`config.mk`:
```
export PLATFORM = sky130hd
export DESIGN_NAME = ram_error_monitor
export DESIGN_NICKNAME = d
export VERILOG_FILES = /design/src/ram_pkg.sv /design/src/ram_error_monitor.sv
export SDC_FILE = /design/constraint.sdc
export NUM_CORES = 1
export LEC_CHECK = 0
export ABC_AREA = 1
export BUFFER_PORTS_ARGS = -buffer_cell sky130_fd_sc_hd__buf_2
export CAP_MARGIN = 25
export CORE_MARGIN = 2
export CORE_UTILIZATION = 54
export DETAILED_ROUTE_END_ITERATION = 12
export PLACE_DENSITY = 0.8
export SLEW_MARGIN = 15
export SYNTH_ARGS = -nofsm -noshare
export SYNTH_HDL_FRONTEND = slang
export SYNTH_SLANG_ARGS = --single-unit
export TNS_END_PERCENT = 100
```
`constraint.sdc`:
```
create_clock -name ref_clk_i -period 2.9 [get_ports ref_clk_i]
set_input_delay 0.58 -clock ref_clk_i [delete_from_list [all_inputs] [get_ports ref_clk_i]]
set_output_delay 0.58 -clock ref_clk_i [all_outputs]
set_load 0.03 [all_outputs]
```
`src/ram_pkg.sv`:
```
// Purpose: constants shared by the register access error monitor
// Assumes: 32-bit AXI4-Lite register window, one aligned word per register
// Notes: all reset values are zero, meaning nothing recorded yet
// Summary of operation
// unknown target sets flag bit8, ID bits7:0
// ignored request sets flag bit24, ID bits23:16
// dropped busy request sets busy flag bit8
// busy ID holds most recent busy target
// writing all ones clears busy register
// count ignored requests in bits 31:24
// count unknown-target requests in bits 23:16
// count busy-dropped requests in bits 15:8
// failure counters saturate, never wrap
// read starting before previous completes sets bit1
// overlapping reads both run, latest data wins
// in-progress bit0 high while access outstanding
// flags, IDs, counters reset to zero
// flags stay until cleared; counters writable
package ram_pkg;
	localparam int ADDR_W = 6;
	localparam int DATA_W = 32;
	localparam int ID_W = 8;
	localparam int CNT_W = 8;
	localparam int ACC_CNT_W = 4;
	localparam int IRQ_W = 4;

	localparam logic [ADDR_W-1:0] OFS_ERR_DROP = 6'h00;
	localparam logic [ADDR_W-1:0] OFS_BUSY_ERR = 6'h08;
	localparam logic [ADDR_W-1:0] OFS_FAILURE_COUNTERS = 6'h0c;
	localparam logic [ADDR_W-1:0] OFS_CFG_STAT = 6'h1c;
	localparam logic [ADDR_W-1:0] OFS_RD_CAPT = 6'h20;
	localparam logic [ADDR_W-1:0] OFS_IRQ_STAT = 6'h24;
	localparam logic [ADDR_W-1:0] OFS_IRQ_MASK = 6'h28;

	localparam int UTM_ID_LSB = 0;
	localparam int UTM_FLAG_BIT = 8;
	localparam int NOACT_ID_LSB = 16;
	localparam int NOACT_FLAG_BIT = 24;
	localparam int BUSY_ID_LSB = 0;
	localparam int BUSY_FLAG_BIT = 8;
	localparam int CNT_NOACT_LSB = 24;
	localparam int CNT_UTM_LSB = 16;
	localparam int CNT_BUSY_LSB = 8;
	localparam int IN_PROG_BIT = 0;
	localparam int RD_ERR_BIT = 1;

	localparam int IRQ_UTM = 0;
	localparam int IRQ_NOACT = 1;
	localparam int IRQ_BUSY = 2;
	localparam int IRQ_RD_ERR = 3;

	localparam logic [DATA_W-1:0] BUSY_CLEAR_VAL = 32'hffffffff;
	localparam logic [1:0] RESP_OKAY = 2'h0;
	localparam logic [1:0] RESP_SLVERR = 2'h2;

	typedef enum logic [2:0] {
		RAM_REG_ERR_DROP = 3'h0,
		RAM_REG_BUSY_ERR = 3'h1,
		RAM_REG_FAILURE_COUNTERS = 3'h2,
		RAM_REG_CFG_STAT = 3'h3,
		RAM_REG_RD_CAPT = 3'h4,
		RAM_REG_IRQ_STAT = 3'h5,
		RAM_REG_IRQ_MASK = 3'h6,
		RAM_REG_NONE = 3'h7
	} ram_reg_e;
endpackage

```
`src/ram_error_monitor.sv`:
```
// Purpose: error tracking and access status at the origin of the configuration bus
// Assumes: event inputs come from logic on ref_clk_i, one-cycle pulses
// Notes: registers reached over AXI4-Lite; one level interrupt output
//
// The AXI4-Lite slave port was chosen for this implementation.
`timescale 1ns/1ns
module ram_error_monitor (
	input wire logic ref_clk_i,
	input wire logic rstn_i,
	input wire logic s_axi_awvalid_i,
	output logic s_axi_awready_o,
	input wire logic [31:0] s_axi_awaddr_i,
	input wire logic [2:0] s_axi_awprot_i,
	input wire logic s_axi_wvalid_i,
	output logic s_axi_wready_o,
	input wire logic [31:0] s_axi_wdata_i,
	input wire logic [3:0] s_axi_wstrb_i,
	output logic s_axi_bvalid_o,
	input wire logic s_axi_bready_i,
	output logic [1:0] s_axi_bresp_o,
	input wire logic s_axi_arvalid_i,
	output logic s_axi_arready_o,
	input wire logic [31:0] s_axi_araddr_i,
	input wire logic [2:0] s_axi_arprot_i,
	output logic s_axi_rvalid_o,
	input wire logic s_axi_rready_i,
	output logic [31:0] s_axi_rdata_o,
	output logic [1:0] s_axi_rresp_o,
	input wire logic unknown_target_evt_i,
	input wire logic [7:0] unknown_target_id_i,
	input wire logic ignored_request_evt_i,
	input wire logic [7:0] ignored_request_target_id_i,
	input wire logic target_busy_evt_i,
	input wire logic [7:0] busy_target_id_i,
	input wire logic acc_start_i,
	input wire logic acc_is_read_i,
	input wire logic wr_done_i,
	input wire logic rd_done_i,
	input wire logic [31:0] rd_data_i,
	output logic access_in_progress_o,
	output logic irq_o
);

	typedef struct packed {
		logic aw_full;
		logic [ram_pkg::ADDR_W-1:0] aw_addr;
		logic w_full;
		logic [ram_pkg::DATA_W-1:0] w_data;
		logic [3:0] w_strb;
		logic bvalid;
		logic [1:0] bresp;
		logic rvalid;
		logic [ram_pkg::DATA_W-1:0] rdata;
		logic [1:0] rresp;
		logic utm_flag;
		logic [ram_pkg::ID_W-1:0] unknown_target_id;
		logic noact_flag;
		logic [ram_pkg::ID_W-1:0] ignored_request_target_id;
		logic busy_flag;
		logic [ram_pkg::ID_W-1:0] busy_target_id;
		logic [ram_pkg::CNT_W-1:0] ignored_request_count;
		logic [ram_pkg::CNT_W-1:0] unknown_target_count;
		logic [ram_pkg::CNT_W-1:0] target_busy_count;
		logic rd_err;
		logic [ram_pkg::ACC_CNT_W-1:0] acc_cnt;
		logic [ram_pkg::ACC_CNT_W-1:0] rd_cnt;
		logic [ram_pkg::DATA_W-1:0] rd_capt;
		logic [ram_pkg::IRQ_W-1:0] irq_stat;
		logic [ram_pkg::IRQ_W-1:0] irq_mask;
	} ram_state_s;

	ram_state_s s;
	ram_state_s next_s;

	function automatic ram_pkg::ram_reg_e decode(input logic [ram_pkg::ADDR_W-1:0] a);
		ram_pkg::ram_reg_e r;
		unique case (a)
			ram_pkg::OFS_ERR_DROP: r = ram_pkg::RAM_REG_ERR_DROP;
			ram_pkg::OFS_BUSY_ERR: r = ram_pkg::RAM_REG_BUSY_ERR;
			ram_pkg::OFS_FAILURE_COUNTERS: r = ram_pkg::RAM_REG_FAILURE_COUNTERS;
			ram_pkg::OFS_CFG_STAT: r = ram_pkg::RAM_REG_CFG_STAT;
			ram_pkg::OFS_RD_CAPT: r = ram_pkg::RAM_REG_RD_CAPT;
			ram_pkg::OFS_IRQ_STAT: r = ram_pkg::RAM_REG_IRQ_STAT;
			ram_pkg::OFS_IRQ_MASK: r = ram_pkg::RAM_REG_IRQ_MASK;
			default: r = ram_pkg::RAM_REG_NONE;
		endcase
		return r;
	endfunction

	function automatic logic [ram_pkg::DATA_W-1:0] read_word(input ram_pkg::ram_reg_e r,
		input ram_state_s st);
		logic [ram_pkg::DATA_W-1:0] d;
		d = '0;
		unique case (r)
			ram_pkg::RAM_REG_ERR_DROP: begin
				d[ram_pkg::UTM_ID_LSB +: ram_pkg::ID_W] = st.unknown_target_id;
				d[ram_pkg::UTM_FLAG_BIT] = st.utm_flag;
				d[ram_pkg::NOACT_ID_LSB +: ram_pkg::ID_W] = st.ignored_request_target_id;
				d[ram_pkg::NOACT_FLAG_BIT] = st.noact_flag;
			end
			ram_pkg::RAM_REG_BUSY_ERR: begin
				d[ram_pkg::BUSY_ID_LSB +: ram_pkg::ID_W] = st.busy_target_id;
				d[ram_pkg::BUSY_FLAG_BIT] = st.busy_flag;
			end
			ram_pkg::RAM_REG_FAILURE_COUNTERS: begin
				d[ram_pkg::CNT_NOACT_LSB +: ram_pkg::CNT_W] = st.ignored_request_count;
				d[ram_pkg::CNT_UTM_LSB +: ram_pkg::CNT_W] = st.unknown_target_count;
				d[ram_pkg::CNT_BUSY_LSB +: ram_pkg::CNT_W] = st.target_busy_count;
			end
			ram_pkg::RAM_REG_CFG_STAT: begin
				d[ram_pkg::IN_PROG_BIT] = (st.acc_cnt != '0);
				d[ram_pkg::RD_ERR_BIT] = st.rd_err;
			end
			ram_pkg::RAM_REG_RD_CAPT: d = st.rd_capt;
			ram_pkg::RAM_REG_IRQ_STAT: d[ram_pkg::IRQ_W-1:0] = st.irq_stat;
			ram_pkg::RAM_REG_IRQ_MASK: d[ram_pkg::IRQ_W-1:0] = st.irq_mask;
			ram_pkg::RAM_REG_NONE: d = '0;
		endcase
		return d;
	endfunction

	function automatic logic [ram_pkg::DATA_W-1:0] lane_mask(input logic [3:0] strb);
		logic [ram_pkg::DATA_W-1:0] m;
		m = '0;
		for (int i = 0; i < 4; i++) begin
			m[i*8 +: 8] = {8{strb[i]}};
		end
		return m;
	endfunction

	// saturate instead of wrapping so a flood of errors never reads as few
	function automatic logic [ram_pkg::CNT_W-1:0] sat_inc(input logic [ram_pkg::CNT_W-1:0] v);
		return (&v) ? v : v + 1'b1;
	endfunction

	ram_pkg::ram_reg_e wr_sel;
	logic do_wr;
	logic [ram_pkg::DATA_W-1:0] wmask;
	logic [ram_pkg::DATA_W-1:0] wbits;
	logic [ram_pkg::DATA_W-1:0] merged;
	logic rd_overlap;

	assign s_axi_awready_o = !s.aw_full;
	assign s_axi_wready_o = !s.w_full;
	assign s_axi_bvalid_o = s.bvalid;
	assign s_axi_bresp_o = s.bresp;
	assign s_axi_arready_o = !s.rvalid;
	assign s_axi_rvalid_o = s.rvalid;
	assign s_axi_rdata_o = s.rdata;
	assign s_axi_rresp_o = s.rresp;
	assign access_in_progress_o = (s.acc_cnt != '0);
	assign irq_o = |(s.irq_stat & s.irq_mask);

	always_comb begin
		wr_sel = decode(s.aw_addr);
		do_wr = s.aw_full && s.w_full && !s.bvalid;
		wmask = lane_mask(s.w_strb);
		wbits = s.w_data & wmask;
		merged = (read_word(wr_sel, s) & ~wmask) | wbits;
		// a previous read finishing in this very cycle is not an overlap
		rd_overlap = acc_start_i && acc_is_read_i &&
			(s.rd_cnt > ram_pkg::ACC_CNT_W'(rd_done_i));
		next_s = s;

		if (s_axi_awvalid_i && !s.aw_full) begin
			next_s.aw_full = 1'b1;
			next_s.aw_addr = s_axi_awaddr_i[ram_pkg::ADDR_W-1:0];
		end
		if (s_axi_wvalid_i && !s.w_full) begin
			next_s.w_full = 1'b1;
			next_s.w_data = s_axi_wdata_i;
			next_s.w_strb = s_axi_wstrb_i;
		end
		if (s.bvalid && s_axi_bready_i) begin
			next_s.bvalid = 1'b0;
		end
		if (do_wr) begin
			next_s.aw_full = 1'b0;
			next_s.w_full = 1'b0;
			next_s.bvalid = 1'b1;
			next_s.bresp = (wr_sel == ram_pkg::RAM_REG_NONE) ?
				ram_pkg::RESP_SLVERR : ram_pkg::RESP_OKAY;
		end

		if (s.rvalid && s_axi_rready_i) begin
			next_s.rvalid = 1'b0;
		end
		if (s_axi_arvalid_i && !s.rvalid) begin
			next_s.rvalid = 1'b1;
			next_s.rdata = read_word(decode(s_axi_araddr_i[ram_pkg::ADDR_W-1:0]), s);
			next_s.rresp = (decode(s_axi_araddr_i[ram_pkg::ADDR_W-1:0]) ==
				ram_pkg::RAM_REG_NONE) ? ram_pkg::RESP_SLVERR : ram_pkg::RESP_OKAY;
		end

		// software effects first; hardware events below override them
		if (do_wr) begin
			unique case (wr_sel)
				ram_pkg::RAM_REG_ERR_DROP: begin
					if (wbits[ram_pkg::UTM_FLAG_BIT]) begin
						next_s.utm_flag = 1'b0;
						next_s.unknown_target_id = '0;
					end
					if (wbits[ram_pkg::NOACT_FLAG_BIT]) begin
						next_s.noact_flag = 1'b0;
						next_s.ignored_request_target_id = '0;
					end
				end
				ram_pkg::RAM_REG_BUSY_ERR: begin
					if (wbits == ram_pkg::BUSY_CLEAR_VAL) begin
						next_s.busy_flag = 1'b0;
						next_s.busy_target_id = '0;
					end
				end
				ram_pkg::RAM_REG_FAILURE_COUNTERS: begin
					next_s.ignored_request_count =
						merged[ram_pkg::CNT_NOACT_LSB +: ram_pkg::CNT_W];
					next_s.unknown_target_count =
						merged[ram_pkg::CNT_UTM_LSB +: ram_pkg::CNT_W];
					next_s.target_busy_count =
						merged[ram_pkg::CNT_BUSY_LSB +: ram_pkg::CNT_W];
				end
				ram_pkg::RAM_REG_CFG_STAT: begin
					if (wbits[ram_pkg::RD_ERR_BIT]) begin
						next_s.rd_err = 1'b0;
					end
				end
				ram_pkg::RAM_REG_IRQ_STAT: begin
					next_s.irq_stat = s.irq_stat & ~wbits[ram_pkg::IRQ_W-1:0];
				end
				ram_pkg::RAM_REG_IRQ_MASK: begin
					next_s.irq_mask = merged[ram_pkg::IRQ_W-1:0];
				end
				ram_pkg::RAM_REG_RD_CAPT, ram_pkg::RAM_REG_NONE: begin
				end
			endcase
		end

		if (unknown_target_evt_i) begin
			next_s.utm_flag = 1'b1;
			next_s.unknown_target_id = unknown_target_id_i;
			next_s.unknown_target_count = sat_inc(next_s.unknown_target_count);
			next_s.irq_stat[ram_pkg::IRQ_UTM] = 1'b1;
		end
		if (ignored_request_evt_i) begin
			next_s.noact_flag = 1'b1;
			next_s.ignored_request_target_id = ignored_request_target_id_i;
			next_s.ignored_request_count = sat_inc(next_s.ignored_request_count);
			next_s.irq_stat[ram_pkg::IRQ_NOACT] = 1'b1;
		end
		if (target_busy_evt_i) begin
			next_s.busy_flag = 1'b1;
			next_s.busy_target_id = busy_target_id_i;
			next_s.target_busy_count = sat_inc(next_s.target_busy_count);
			next_s.irq_stat[ram_pkg::IRQ_BUSY] = 1'b1;
		end
		if (rd_overlap) begin
			next_s.rd_err = 1'b1;
			next_s.irq_stat[ram_pkg::IRQ_RD_ERR] = 1'b1;
		end

		// both overlapping reads stay counted; each completion overwrites capture
		if (rd_done_i) begin
			next_s.rd_capt = rd_data_i;
		end
		next_s.rd_cnt = s.rd_cnt + ram_pkg::ACC_CNT_W'(acc_start_i && acc_is_read_i)
			- ram_pkg::ACC_CNT_W'(rd_done_i && (s.rd_cnt != '0));
		next_s.acc_cnt = s.acc_cnt + ram_pkg::ACC_CNT_W'(acc_start_i)
			- ram_pkg::ACC_CNT_W'((rd_done_i || wr_done_i) && (s.acc_cnt != '0));
	end

	always_ff @(posedge ref_clk_i) begin
		if (!rstn_i) begin
			s <= '0;
		end else begin
			s <= next_s;
		end
	end

endmodule // ram_error_monitor

```
Word-level counts from Yosys, hierarchy flattened
Cells that the tools add are included.
{"block": "op_classes", "n_addsub": 7, "muxes": 49, "n_shift": 0, "n_mul": 0, "eq_ne": 27, "n_bitwise": 8, "order_cmp": 1, "div": 0, "n_reduce_logical": 54}
{"operator": "32-bit bitwise AND", "count": 2}
{"operator": "9-bit 2-to-1 mux", "count": 7}
{"operator": "8-bit 2-to-1 mux", "count": 7}
{"operator": "7-bit one-hot mux with 2 select lines", "count": 4}
{"operator": "9-bit one-hot mux with 3 select lines", "count": 2}
{"operator": "52-bit 2-to-1 mux", "count": 1}
{"operator": "3-bit one-hot mux with 7 select lines", "count": 2}
{"operator": "6-bit equality test (second input constant)", "count": 6}
{"operator": "2-bit nonzero test", "count": 18}
{"operator": "35-bit 2-to-1 mux", "count": 1}
{"operator": "32-bit equality test (second input constant)", "count": 1}
{"operator": "32-bit inverter", "count": 1}
{"operator": "32-bit OR", "count": 1}
{"operator": "8-bit by 1-bit adder with 8-bit output (second input constant)", "count": 3}
{"operator": "3-bit equality test (second input constant)", "count": 8}
{"operator": "6-bit by 4-bit equality test with 1-bit output (second input constant)", "count": 4}
{"operator": "24-bit 2-to-1 mux", "count": 1}
{"operator": "2-bit one-hot mux with 6 select lines", "count": 2}
{"operator": "4-bit one-hot mux with 3 select lines", "count": 2}
{"operator": "8-bit AND reduction", "count": 3}
{"operator": "2-bit one-hot mux with 5 select lines", "count": 2}
{"operator": "18-bit 2-to-1 mux", "count": 1}
{"operator": "3-bit by 2-bit equality test with 1-bit output (second input constant)", "count": 4}
{"operator": "6-bit by 5-bit equality test with 1-bit output (second input constant)", "count": 2}
{"operator": "22 further kinds", "count": 61}
{"block": "word_totals", "regBits": 182, "ramBits": 0, "latch_bits": 0, "wordCells": 174, "in_bits": 176, "memories": 0, "rom_bits": 0}

Logic depth before layout (Yosys ltp)
Gate-level depths: netlist of run 1.
{"block": "logic_depth", "word_depth": 11, "mapped_depth": 19, "depth_no_buf": 18}

Worst setup path after synthesis of run 1
Ideal clock, no wire load.
{"block": "synth_timing", "path_type": "in2reg", "from": "in rd_done_i", "to": "reg s[42] (netlist name)", "cell_stages": 11, "setup_time_ns": 0.128, "n_path_buf": 2, "arrival_ns": 2.389, "required_ns": 2.772, "setup_slack_ns": 0.384, "cell_sequence": "clkbuf_1 clkinv_1 clkbuf_1 a21oi_1 ha_1 inv_1 ha_1 inv_1 fa_1 xor2_1 nor2_1"}
{"block": "synth_between", "elab_chain_cells": 2}
{"item": "start: declaration", "line_no": "ram_error_monitor.sv:38", "rtl": "input wire logic rd_done_i,"}
{"item": "1-bit logical AND", "line_no": "ram_error_monitor.sv:266", "rtl": "- ram_pkg::ACC_CNT_W'(rd_done_i && (s.rd_cnt != '0));"}
{"item": "4-bit by 1-bit subtractor with 4-bit output", "line_no": "ram_error_monitor.sv:266"}
{"item": "end signal: assignment", "line_no": "ram_error_monitor.sv:275", "rtl": "s <= next_s;"}
{"item": "end: declaration", "line_no": "ram_error_monitor.sv:72", "rtl": "ram_state_s s;"}
Every way passes these cells.
A chain may end at the register's enable or synchronous reset.

Worst setup path in the final report of run 1
{"block": "layout_timing", "from": "reg s[176] (netlist name)", "to": "reg s[57] (netlist name)"}
{"block": "layout_between", "elab_chain_cells": 11, "word_cells_on_any_way": 20}
{"item": "6-bit equality test (tied with other cells)", "line_no": "ram_error_monitor.sv:77", "rtl": "unique case (a)"}
{"item": "3-bit one-hot mux with 7 select lines (*)", "line_no": "ram_error_monitor.sv:77"}
{"item": "3-bit equality test (tied with other cells)", "line_no": "ram_error_monitor.sv:94", "rtl": "unique case (r)"}
{"item": "9-bit one-hot mux with 3 select lines", "line_no": "ram_error_monitor.sv:94"}
{"item": "32-bit bitwise AND", "line_no": "ram_error_monitor.sv:159", "rtl": "merged = (read_word(wr_sel, s) & ~wmask) | wbits;"}
{"item": "32-bit OR", "line_no": "ram_error_monitor.sv:159"}
{"item": "24-bit 2-to-1 mux (*)", "line_no": "ram_error_monitor.sv:197", "rtl": "unique case (wr_sel)"}
{"item": "52-bit 2-to-1 mux (*)", "line_no": "ram_error_monitor.sv:196", "rtl": "if (do_wr) begin"}
{"item": "8-bit by 1-bit adder with 8-bit output / 8-bit AND reduction (equally long branches)", "line_no": "ram_error_monitor.sv:133", "rtl": "return (&v) ? v : v + 1'b1;"}
{"item": "8-bit 2-to-1 mux", "line_no": "ram_error_monitor.sv:133"}
{"item": "8-bit 2-to-1 mux (*)", "line_no": "ram_error_monitor.sv:238", "rtl": "if (unknown_target_evt_i) begin"}
Every way passes the cells marked *; elsewhere a longest branch is shown, timed or not. The select of a mux whose other input is x is not followed.

==> out/results.tsv, run 1 <==
metric	value	unit
status	complete, no violations	
worst r2r src	s[176]$_SDFFE_PN0P_	
Max IR drop VDD	0.4789	mV
core area	16580	µm²
worst skew pair latency	0.44	ns
critical path's top delay family	simple AND/OR/NAND/NOR gates	
CP Max Fanout	9	
final setup fails	0	
crit start category	register	
post_cts resized	0	
Tot GR Track Use	30.72	%
IO Port Bufs	158	
Die Height	134.4	µm
Worst Path Buf+Inv	5	
Tcrit/Tclk final	90.52	%
Worst-path clk slew	0.07	ns
clock tree sinks	180	
# IOs	219	
cell row count	47	
CP startpoint	s[176]$_SDFFE_PN0P_	
vias in the first global route	8808	
vias per std cell	5.511	
cells on worst reg2reg path	18	
CP max stage delay	0.35	ns
Clock Tree Root	clkbuf_16	
RePlAce Congestion	0.9456	
fin crit period	2.625	ns
RSZ-0062 raised after global routing	false	
Final #Nets	1635	
Syn Area/Cell	6.876	µm²
commonest non-fill, non-tap cell in the layout	nand2_1	
R2R Setup Slk	0.28	ns
Starting DRT DRC Count	720	
area of the multi-input gates	4514	µm²
Logic pwr share	17.9	%
Pre-Repair DR Iteration Count	7	
CP endpoint kind	register	
end of the critical path	s[57]$_SDFF_PN0_	
most frequent cells in the layout	nand2_1 (278), nor2_1 (186), dfxtp_1 (180)	
antenna violations before repair	1	
die area	18070	µm²
largest net degree at the start of global routing	116	
Int Pwr	4333	µW
Netlist Area Pre-Place	9186	µm²
Worst Skew	0.009250	ns
Yosys warning total	0	
Synth cell types	49	
Worst-Margin Slew	0.9983	ns
Crit path depth	18	
CTS tree	built	
Fmax	0.3810	GHz
DRC Markers	0	
DR WL/cell	16.17	µm
maxcap violations	0	
Die W	134.4	µm
postcts setup bufs	0	
area grow syn2layout	13.89	%
Reg2Reg Capture Point	s[57]$_SDFF_PN0_	
Leak	0.004699	µW
ANT nets after route	0	
post-synthesis sequential area ratio	39.23	%
CP Data Arrival Time	2.96	ns
CTS H-Tree Depth	4	
clk buf depth	2	
grt ovf	0	
hold_ws	0.3578	ns
FF+latch area	3603	µm²
Sw Share	29.26	%
P per Cell Area	585.5	nW/µm²
hpwl dp	19700	µm
register share of total power	45.6	%
CTS Hold Buffers Added	0	
share of power burned in the clock network	36.5	%
register bit total from synthesis	180	
fraction of layout cells with a size suffix above 1	18.36	%
most used cell along the critical path	inv_1	
Final Hold Fails	0	
type of the worst min-delay path	input pin to register	
Rel. slew slack	33.14	%
Crit Path Class	register to register	
first-pass GRT wire length	43630	µm
Fillers	1546	
final wirelength	27070	µm
initial core utilization	55.39	%
Crit path required time	3.23	ns
hold_sp	rd_data_i[30]	
Setup TNS	0	ns
pins over their slew limit	0	
slowest cell on the critical path	nor2_2	
Inserted Diodes	0	
cts bufs inserted	17	
DR vias	9225	
NetSw	1793	µW
Post-Synthesis Cells	1336	
critical path, cell by cell	nor2_2, buf_4, nand3_1, nand3_1, nand2_1, inv_1, nand2_1, nand2_1, nand2_2, inv_1, ha_1, inv_1, nor2_2, nand3_2, nand2_2, inv_1, nor2_1, nor2_1	
## layout make-up
type | count | area share, %
Clock inverter | 6 | 0.6817
Inverter | 135 | 4.855
Tap cell | 220 | 2.631
Timing Repair Buffer | 184 | 9.543
Clock buffer | 24 | 4.700
Sequential cell | 180 | 34.44
Multi-Input combinational cell | 925 | 43.15
## worst min-delay path by stage
| stage | endpoint | depth (start not counted) |
|---|---|---|
| after global routing | s[38]$_SDFFE_PN0P_ | 3 |
| after CTS | s[34]$_SDFFE_PN0P_ | 3 |
| after global placement | s[148]$_SDFFE_PN0P_ | 2 |
| after floorplan | s[146]$_SDFFE_PN0P_ | 2 |
| final | s[38]$_SDFFE_PN0P_ | 3 |
| after detailed placement | s[146]$_SDFFE_PN0P_ | 2 |
## tightest hold or removal path, stage by stage
cell	delay [ns]
buf_2	0.07
nor2_1	0.03
nor2_1	0.08
## power by group through the flow
stage | clock network [µW] | logic [µW] | registers [µW]
floorplan | 0 | 813 | 2800
global placement | 0 | 1050 | 2840
detailed placement | 0 | 1090 | 2840
CTS | 2250 | 1100 | 2790
global route | 2360 | 1260 | 2810
finish | 2230 | 1100 | 2790
## per-stage QoR
stage	instance area [µm²]	total power [µW]	std cells	util, %	setup WS (ns)
2_1_floorplan	9190	3614	1337	-	0.3838
3_3_place_gp	9897	3889	1644	59.68	0.3224
3_5_place_dp	9897	3933	1644	59.68	0.2639
4_1_cts	10460	6137	1674	63.08	0.3368
5_1_grt	10460	6434	1674	63.09	0.04851
6_report	10460	6126	1674	63.09	0.2750
## kinds of logic (layout without fill, tap and decap cells)
family	count (synthesis)	in the layout	synth area share, %
AO/OA/AOI/OAI	301	301	18.33
XOR/XNOR	4	4	0.3813
adder cells (fa/ha/maj)	16	16	2.343
buffers and inverters	232	349	11.73
flip-flops	180	180	39.23
other	1	2	0.04082
AND/OR/NAND/NOR	602	602	27.95
## per-layer routing
layer	vias to the layer above	track usage [%]	share of wire [%]
met5	-	0	0.041
met4	2	14.21	3.7
met3	83	5.178	7.7
met2	432	49.55	45
met1	4183	40.33	43
li1	4525	-	-
## Yosys cell counts, drive strengths merged
cell type	number	share of area, %
clkbuf	44	1.8
a31oi	6	0.41
o211ai	6	0.49
nand4	11	0.75
inv	132	5.4
o21bai	2	0.20
fa	2	0.44
ha	14	1.9
a22oi	26	2.1
o21ai	142	8.0
nor3	11	0.71
a21oi	104	5.8
o21a	2	0.16
o311ai	1	0.095
clkinv	3	0.14
o221ai	3	0.29
dfxtp	180	39
nand2	293	12
o2bb2ai	1	0.095
nor2	203	9.0
a211oi	2	0.16
or2	3	0.20
buf	53	4.4
xor2	4	0.38
o31ai	2	0.16
conb	1	0.041
nor4	6	0.41
o2111ai	2	0.19
nand3b	1	0.082
nand3	74	4.3
o22ai	2	0.14
## registers in the layout, indices dropped and copies added (netlist names)
signal	cells
s	144
s_axi_rvalid_o	1
s_axi_rdata_o	32
s_axi_bvalid_o	1
s_axi_bresp_o	1
s_axi_rresp_o	1
Note: power is estimated with default switching activity, not from simulation.
==> inputs of run 2 (changes only) <==
Settings changed: CELL_PAD_IN_SITES_DETAIL_PLACEMENT set to 0, CELL_PAD_IN_SITES_GLOBAL_PLACEMENT set to 1, CORE_UTILIZATION 54 to 38, PLACE_DENSITY 0.8 to unset, PLACE_DENSITY_LB_ADDON set to 0.1.
==> out/results.tsv, run 2 (synthesized netlist as in run 1, its figures left out) <==
metric	value	unit	change
status	complete, no violations		unchanged
fin crit period	2.575	ns	was 2.625 ns
Tcrit/Tclk final	88.79	%	was 90.52%
slowest cell on the critical path	dfxtp_1		was nor2_2
R2R Setup Slk	0.33	ns	was 0.28 ns
area of the multi-input gates	4512	µm²	was 4514 µm²
DR WL/cell	16.91	µm	was 16.17 µm
ANT nets after route	0		unchanged
Int Pwr	4360	µW	was 4333 µW
CP endpoint kind	register		unchanged
post_cts resized	0		unchanged
Fmax	0.3884	GHz	was 0.3810 GHz
RSZ-0062 raised after global routing	false		unchanged
core area	23610	µm²	was 16,580 µm²
Worst Hold Endpoint	s[33]$_SDFFE_PN0P_		was s[38]$_SDFFE_PN0P_
hold path depth	3		unchanged
Biggest register	s		unchanged
Final #Nets	1640		was 1,635
CP Max Fanout	9		unchanged
Reg2Reg Capture Point	s[68]$_SDFF_PN0_		was s[57]$_SDFF_PN0_
Die W	159.5	µm	was 134.4 µm
area grow syn2layout	16.17	%	was 13.89%
Worst Path Buf+Inv	1		was 5
commonest non-fill, non-tap cell in the layout	nand2_1		unchanged
vias per std cell	4.996		was 5.511
P per Cell Area	588.8	nW/µm²	was 585.5 nW/µm²
IO Port Bufs	158		unchanged
Starting DRT DRC Count	600		was 720
die area	25430	µm²	was 18,070 µm²
pre-CTS setup slack	0.3361	ns	was 0.2639 ns
Logic pwr share	17.8	%	was 17.9%
cts bufs inserted	17		unchanged
worst skew pair latency	0.43	ns	was 0.44 ns
critical path's top delay family	simple AND/OR/NAND/NOR gates		unchanged
Setup TNS	0	ns	unchanged
pins over their slew limit	0		unchanged
Crit path required time	3.23	ns	about the same
cells on worst reg2reg path	15		was 18
final wirelength	30100	µm	was 27,070 µm
Leak	0.004749	µW	was 0.004699 µW
antenna violations before repair	1		unchanged
slack of the critical path	0.3251	ns	was 0.2750 ns
Die Height	159.5	µm	was 134.4 µm
Rel. slew slack	52.19	%	was 33.14%
most frequent cells in the layout	nand2_1 (278), nor2_1 (187), dfxtp_1 (180)		was nand2_1 (278), nor2_1 (186), dfxtp_1 (180)
Inserted Diodes	0		unchanged
Final Power	6284	µW	was 6126 µW
first-pass GRT wire length	47290	µm	was 43,630 µm
share of power burned in the clock network	37.8	%	was 36.5%
Tot GR Track Use	23.55	%	was 30.72%
cell row count	56		was 47
clk buf depth	2		unchanged
Crit Path Class	register to register		unchanged
maxcap violations	0		unchanged
CTS Hold Buffers Added	0		unchanged
FF+latch area	3603	µm²	unchanged
Largest register FFs	144		unchanged
postcts setup bufs	0		unchanged
Sw Share	30.62	%	was 29.26%
initial core utilization	38.90	%	was 55.39%
final setup fails	0		unchanged
Worst-Margin Slew	0.7081	ns	was 0.9983 ns
fraction of layout cells with a size suffix above 1	18.89	%	was 18.36%
CP Data Arrival Time	2.91	ns	was 2.96 ns
worst r2r src	s[179]$_SDFFE_PN0P_		was s[176]$_SDFFE_PN0P_
clock tree sinks	180		unchanged
vias in the first global route	8489		was 8,808
Pre-Repair DR Iteration Count	5		was 7
CP max stage delay	0.37	ns	was 0.35 ns
DR vias	8893		was 9,225
Max IR drop VDD	0.4093	mV	was 0.4789 mV
Fillers	2586		was 1,546
grt ovf	0		unchanged
Clock Tree Root	clkbuf_16		unchanged
# IOs	219		unchanged
largest net degree at the start of global routing	116		unchanged
crit start category	register		unchanged
hold_sp	rd_data_i[25]		was rd_data_i[30]
NetSw	1924	µW	was 1793 µW
critical path, cell by cell	nor2_4, inv_1, nor2_4, nand2_1, nand3_1, nand3_2, a21oi_2, ha_1, nand3_1, nor2_1, nand2_2, nand3_1, nand2_1, nand2_1, nor2_1		was nor2_2, buf_4, nand3_1, nand3_1, nand2_1, inv_1, nand2_1, nand2_1, nand2_2, inv_1, ha_1, inv_1, nor2_2, nand3_2, nand2_2, inv_1, nor2_1, nor2_1
Worst-path clk slew	0.07	ns	about the same
CTS tree	built		unchanged
hpwl dp	22210	µm	was 19,700 µm
CTS H-Tree Depth	4		unchanged
Final Hold Fails	0		unchanged
RePlAce Congestion	0.8866		was 0.9456
type of the worst min-delay path	input pin to register		unchanged
Worst Skew	0.008055	ns	was 0.009250 ns
register share of total power	44.4	%	was 45.6%
DRC Markers	0		unchanged
run 2: cell count changes in the layout (fill, tap and decap cells not counted):
cell,before,now
buf_12,1,2
buf_4,25,29
inv_6,1,4
clkbuf_8,4,3
clkbuf_1,3,0
nor2_1,186,187
clkinv_4,2,1
nor2_2,12,11
inv_8,0,4
run 2: power groups by stage:
stage | Sequential (µW) | Clock [µW] | Combinational (µW)
2_1_floorplan | 2800 | 0 | 813
3_3_place_gp | 2840 | 0 | 1110
3_5_place_dp | 2840 | 0 | 1120
4_1_cts | 2790 | 2430 | 1130
5_1_grt | 2810 | 2530 | 1290
6_report | 2790 | 2380 | 1120
run 2: area by class of cell:
class / count / area share (%)
clock buffer: 20 / 4.373
clock inverter: 12 / 1.255
inverter: 135 / 4.760
multi-input combinational: 925 / 42.28
sequential: 180 / 33.77
tap: 319 / 3.740
timing repair buffer: 189 / 9.825
run 2: worst reg2reg max path: stages, from the launching register on:
cell	delay, ns
dfxtp_1	0.37
nor2_4	0.27
inv_1	0.14
nor2_4	0.24
nand2_1	0.08
nand3_1	0.14
nand3_2	0.09
a21oi_2	0.23
ha_1	0.25
nand3_1	0.09
nor2_1	0.16
nand2_2	0.14
nand3_1	0.11
nand2_1	0.06
nand2_1	0.05
nor2_1	0.04
run 2: worst max-delay path by stage:
| stage | from | end | slack [ns] | cells past startpoint |
|---|---|---|---|---|
| 2_1_floorplan | rd_done_i | s[42]$_SDFF_PN0_ | 0.38 | 11 |
| 3_3_place_gp | s[179]$_SDFFE_PN0P_ | s[68]$_SDFF_PN0_ | 0.35 | 14 |
| 3_5_place_dp | s[175]$_SDFFE_PN0P_ | s[54]$_SDFF_PN0_ | 0.34 | 13 |
| 4_1_cts | s[179]$_SDFFE_PN0P_ | s[51]$_SDFF_PN0_ | 0.30 | 13 |
| 5_1_grt | s[179]$_SDFFE_PN0P_ | s[68]$_SDFF_PN0_ | 0.06 | 15 |
| 6_report | s[179]$_SDFFE_PN0P_ | s[68]$_SDFF_PN0_ | 0.33 | 15 |
run 2: metal layers:
layer	GRT usage, %	wire (µm)
met2	39.61	14180
met1	31.74	14250
met5	0	12
met3	3.517	1239
met4	5.744	427
run 2: metrics by stage:
step	instances	hold slack [ns]	utilization, %	instance area, µm²
final	1780	0.3677	45.19	10670
after global routing	1780	0.3636	45.19	10670
after CTS	1780	0.3563	45.19	10670
after detailed placement	1748	0.4531	42.65	10070
after global placement	1747	0.4403	42.63	10070
after floorplan	1337	0.4298	-	9190
==> inputs of run 3 (changes only) <==
Settings changed: CORE_MARGIN 2 to 4.
==> out/results.tsv, run 3 (synthesized netlist as in run 1, its figures left out) <==
metric	value	unit	change
fraction of layout cells with a size suffix above 1	18.84	%	was 18.89%
crit start category	register		unchanged
Setup TNS	0	ns	unchanged
clk buf depth	2		unchanged
Worst Path Buf+Inv	2		was 1
register share of total power	43.2	%	was 44.4%
critical path's top delay family	simple AND/OR/NAND/NOR gates		unchanged
CP startpoint	s[175]$_SDFFE_PN0P_		was s[179]$_SDFFE_PN0P_
final wirelength	30240	µm	was 30,100 µm
slowest cell on the critical path	dfxtp_1		unchanged
CP Data Arrival Time	2.89	ns	was 2.91 ns
commonest non-fill, non-tap cell in the layout	nand2_1		unchanged
Largest register FFs	144		unchanged
DR vias	8896		was 8,893
Worst Skew	0.008709	ns	was 0.008055 ns
DRC Markers	0		unchanged
fin crit period	2.564	ns	was 2.575 ns
vias per std cell	5.001		was 4.996
Crit path required time	3.22	ns	was 3.23 ns
P per Cell Area	603.1	nW/µm²	was 588.8 nW/µm²
R2R Setup Slk	0.34	ns	was 0.33 ns
vias in the first global route	8773		was 8,489
most frequent cells in the layout	nand2_1 (278), nor2_1 (187), dfxtp_1 (180)		unchanged
clock tree sinks	180		unchanged
hpwl dp	22570	µm	was 22,210 µm
critical path, cell by cell	nor2_2, nand3_4, inv_2, nand2_1, nor2_1, nand2_1, nand2_1, inv_1, ha_1, nand3_1, nor2_2, nand2_2, nand2_2, nor3_1, nor2_1		was nor2_4, inv_1, nor2_4, nand2_1, nand3_1, nand3_2, a21oi_2, ha_1, nand3_1, nor2_1, nand2_2, nand3_1, nand2_1, nand2_1, nor2_1
antenna violations before repair	1		unchanged
core area	23610	µm²	unchanged
CP max stage delay	0.32	ns	was 0.37 ns
Clock Tree Root	clkbuf_16		unchanged
pins over their slew limit	0		unchanged
hold_sp	rd_data_i[25]		unchanged
Starting DRT DRC Count	714		was 600
grt ovf	0		unchanged
IO Port Bufs	158		unchanged
ANT nets after route	0		unchanged
final setup fails	0		unchanged
worst skew pair latency	0.43	ns	about the same
type of the worst min-delay path	input pin to register		unchanged
hold_ws	0.3624	ns	was 0.3677 ns
Sw Share	29.44	%	was 30.62%
DR WL/cell	17.00	µm	was 16.91 µm
Die W	163.5	µm	was 159.5 µm
status	complete, no violations		unchanged
Int Pwr	4552	µW	was 4360 µW
first-pass GRT wire length	47550	µm	was 47,290 µm
Die Height	163.5	µm	was 159.5 µm
CTS H-Tree Depth	4		unchanged
area grow syn2layout	16.44	%	was 16.17%
cts bufs inserted	17		unchanged
Final #Nets	1640		unchanged
Pre-Repair DR Iteration Count	5		unchanged
initial core utilization	38.90	%	unchanged
cell row count	56		unchanged
Worst-Margin Slew	0.6080	ns	was 0.7081 ns
Rel. slew slack	59.42	%	was 52.19%
Biggest register	s		unchanged
Crit Path Class	register to register		unchanged
post_cts resized	0		unchanged
Tcrit/Tclk final	88.41	%	was 88.79%
Fmax	0.3900	GHz	was 0.3884 GHz
share of power burned in the clock network	39.6	%	was 37.8%
RePlAce Congestion	0.8996		was 0.8866
most used cell along the critical path	nand2_1		
# IOs	219		unchanged
Tot GR Track Use	22.65	%	was 23.55%
Leak	0.004769	µW	was 0.004749 µW
CP Max Fanout	7		was 9
RSZ-0062 raised after global routing	false		unchanged
CTS Hold Buffers Added	0		unchanged
CP endpoint kind	register		unchanged
die area	26730	µm²	was 25,430 µm²
NetSw	1899	µW	was 1924 µW
Final Hold Fails	0		unchanged
Max IR drop VDD	0.3297	mV	was 0.4093 mV
Worst-path clk slew	0.07	ns	about the same
CTS tree	built		unchanged
maxcap violations	0		unchanged
Final Power	6451	µW	was 6284 µW
Logic pwr share	17.2	%	was 17.8%
Inserted Diodes	0		unchanged
largest net degree at the start of global routing	52		was 116
postcts setup bufs	0		unchanged
Final Core Density	45.30	%	was 45.19%
worst r2r src	s[175]$_SDFFE_PN0P_		was s[179]$_SDFFE_PN0P_
Fillers	2616		was 2,586
run 3: layout make-up:
class	count	area [µm²]	area share, %
clock buffer	18	439.2	4.106
clock inverter	13	196.4	1.836
inverter	135	508.0	4.749
multi-input combinational	925	4512	42.18
sequential	180	3603	33.69
tap	319	399.1	3.731
timing repair buffer	189	1039	9.709
run 3: power groups by stage:
stage | Clock [µW] | Sequential (µW) | Combinational [µW]
floorplan | 0 | 2800 | 813
global placement | 0 | 2840 | 1100
detailed placement | 0 | 2840 | 1120
CTS | 2610 | 2790 | 1130
global route | 2710 | 2810 | 1280
finish | 2550 | 2790 | 1110
run 3: worst reg2reg max path, delay by kind of cell, from the launching register on:
family | cells | cell delay (ns)
fa+ha+maj | 1 | 0.24
simple gates | 12 | 1.69
flops | 1 | 0.32
buf+inv | 2 | 0.22
run 3: path summary, 6_finish.rpt:
path | to | cells past startpoint
setup reg to reg | s[54]$_SDFF_PN0_ | 15
hold reg to reg | s[147]$_SDFFE_PN0P_ | 2
setup / recovery | s[54]$_SDFF_PN0_ | 15
hold / removal | s[33]$_SDFFE_PN0P_ | 3
run 3: through the flow:
stage,instances,setup WS [ns],instance area (µm²)
after detailed placement,1748,0.3510,10060
after floorplan,1337,0.3838,9190
final,1779,0.3360,10700
after global placement,1748,0.3429,10060
after CTS,1779,0.3261,10700
after global routing,1779,0.08082,10700
run 3: per-layer routing:
metal	routed length, µm	vias to the layer above	track usage (%)
met2	14260	207	38.17
met4	549	2	5.871
li1	-	4544	-
met3	1333	35	3.634
met5	13	-	0
met1	14080	4108	30.32
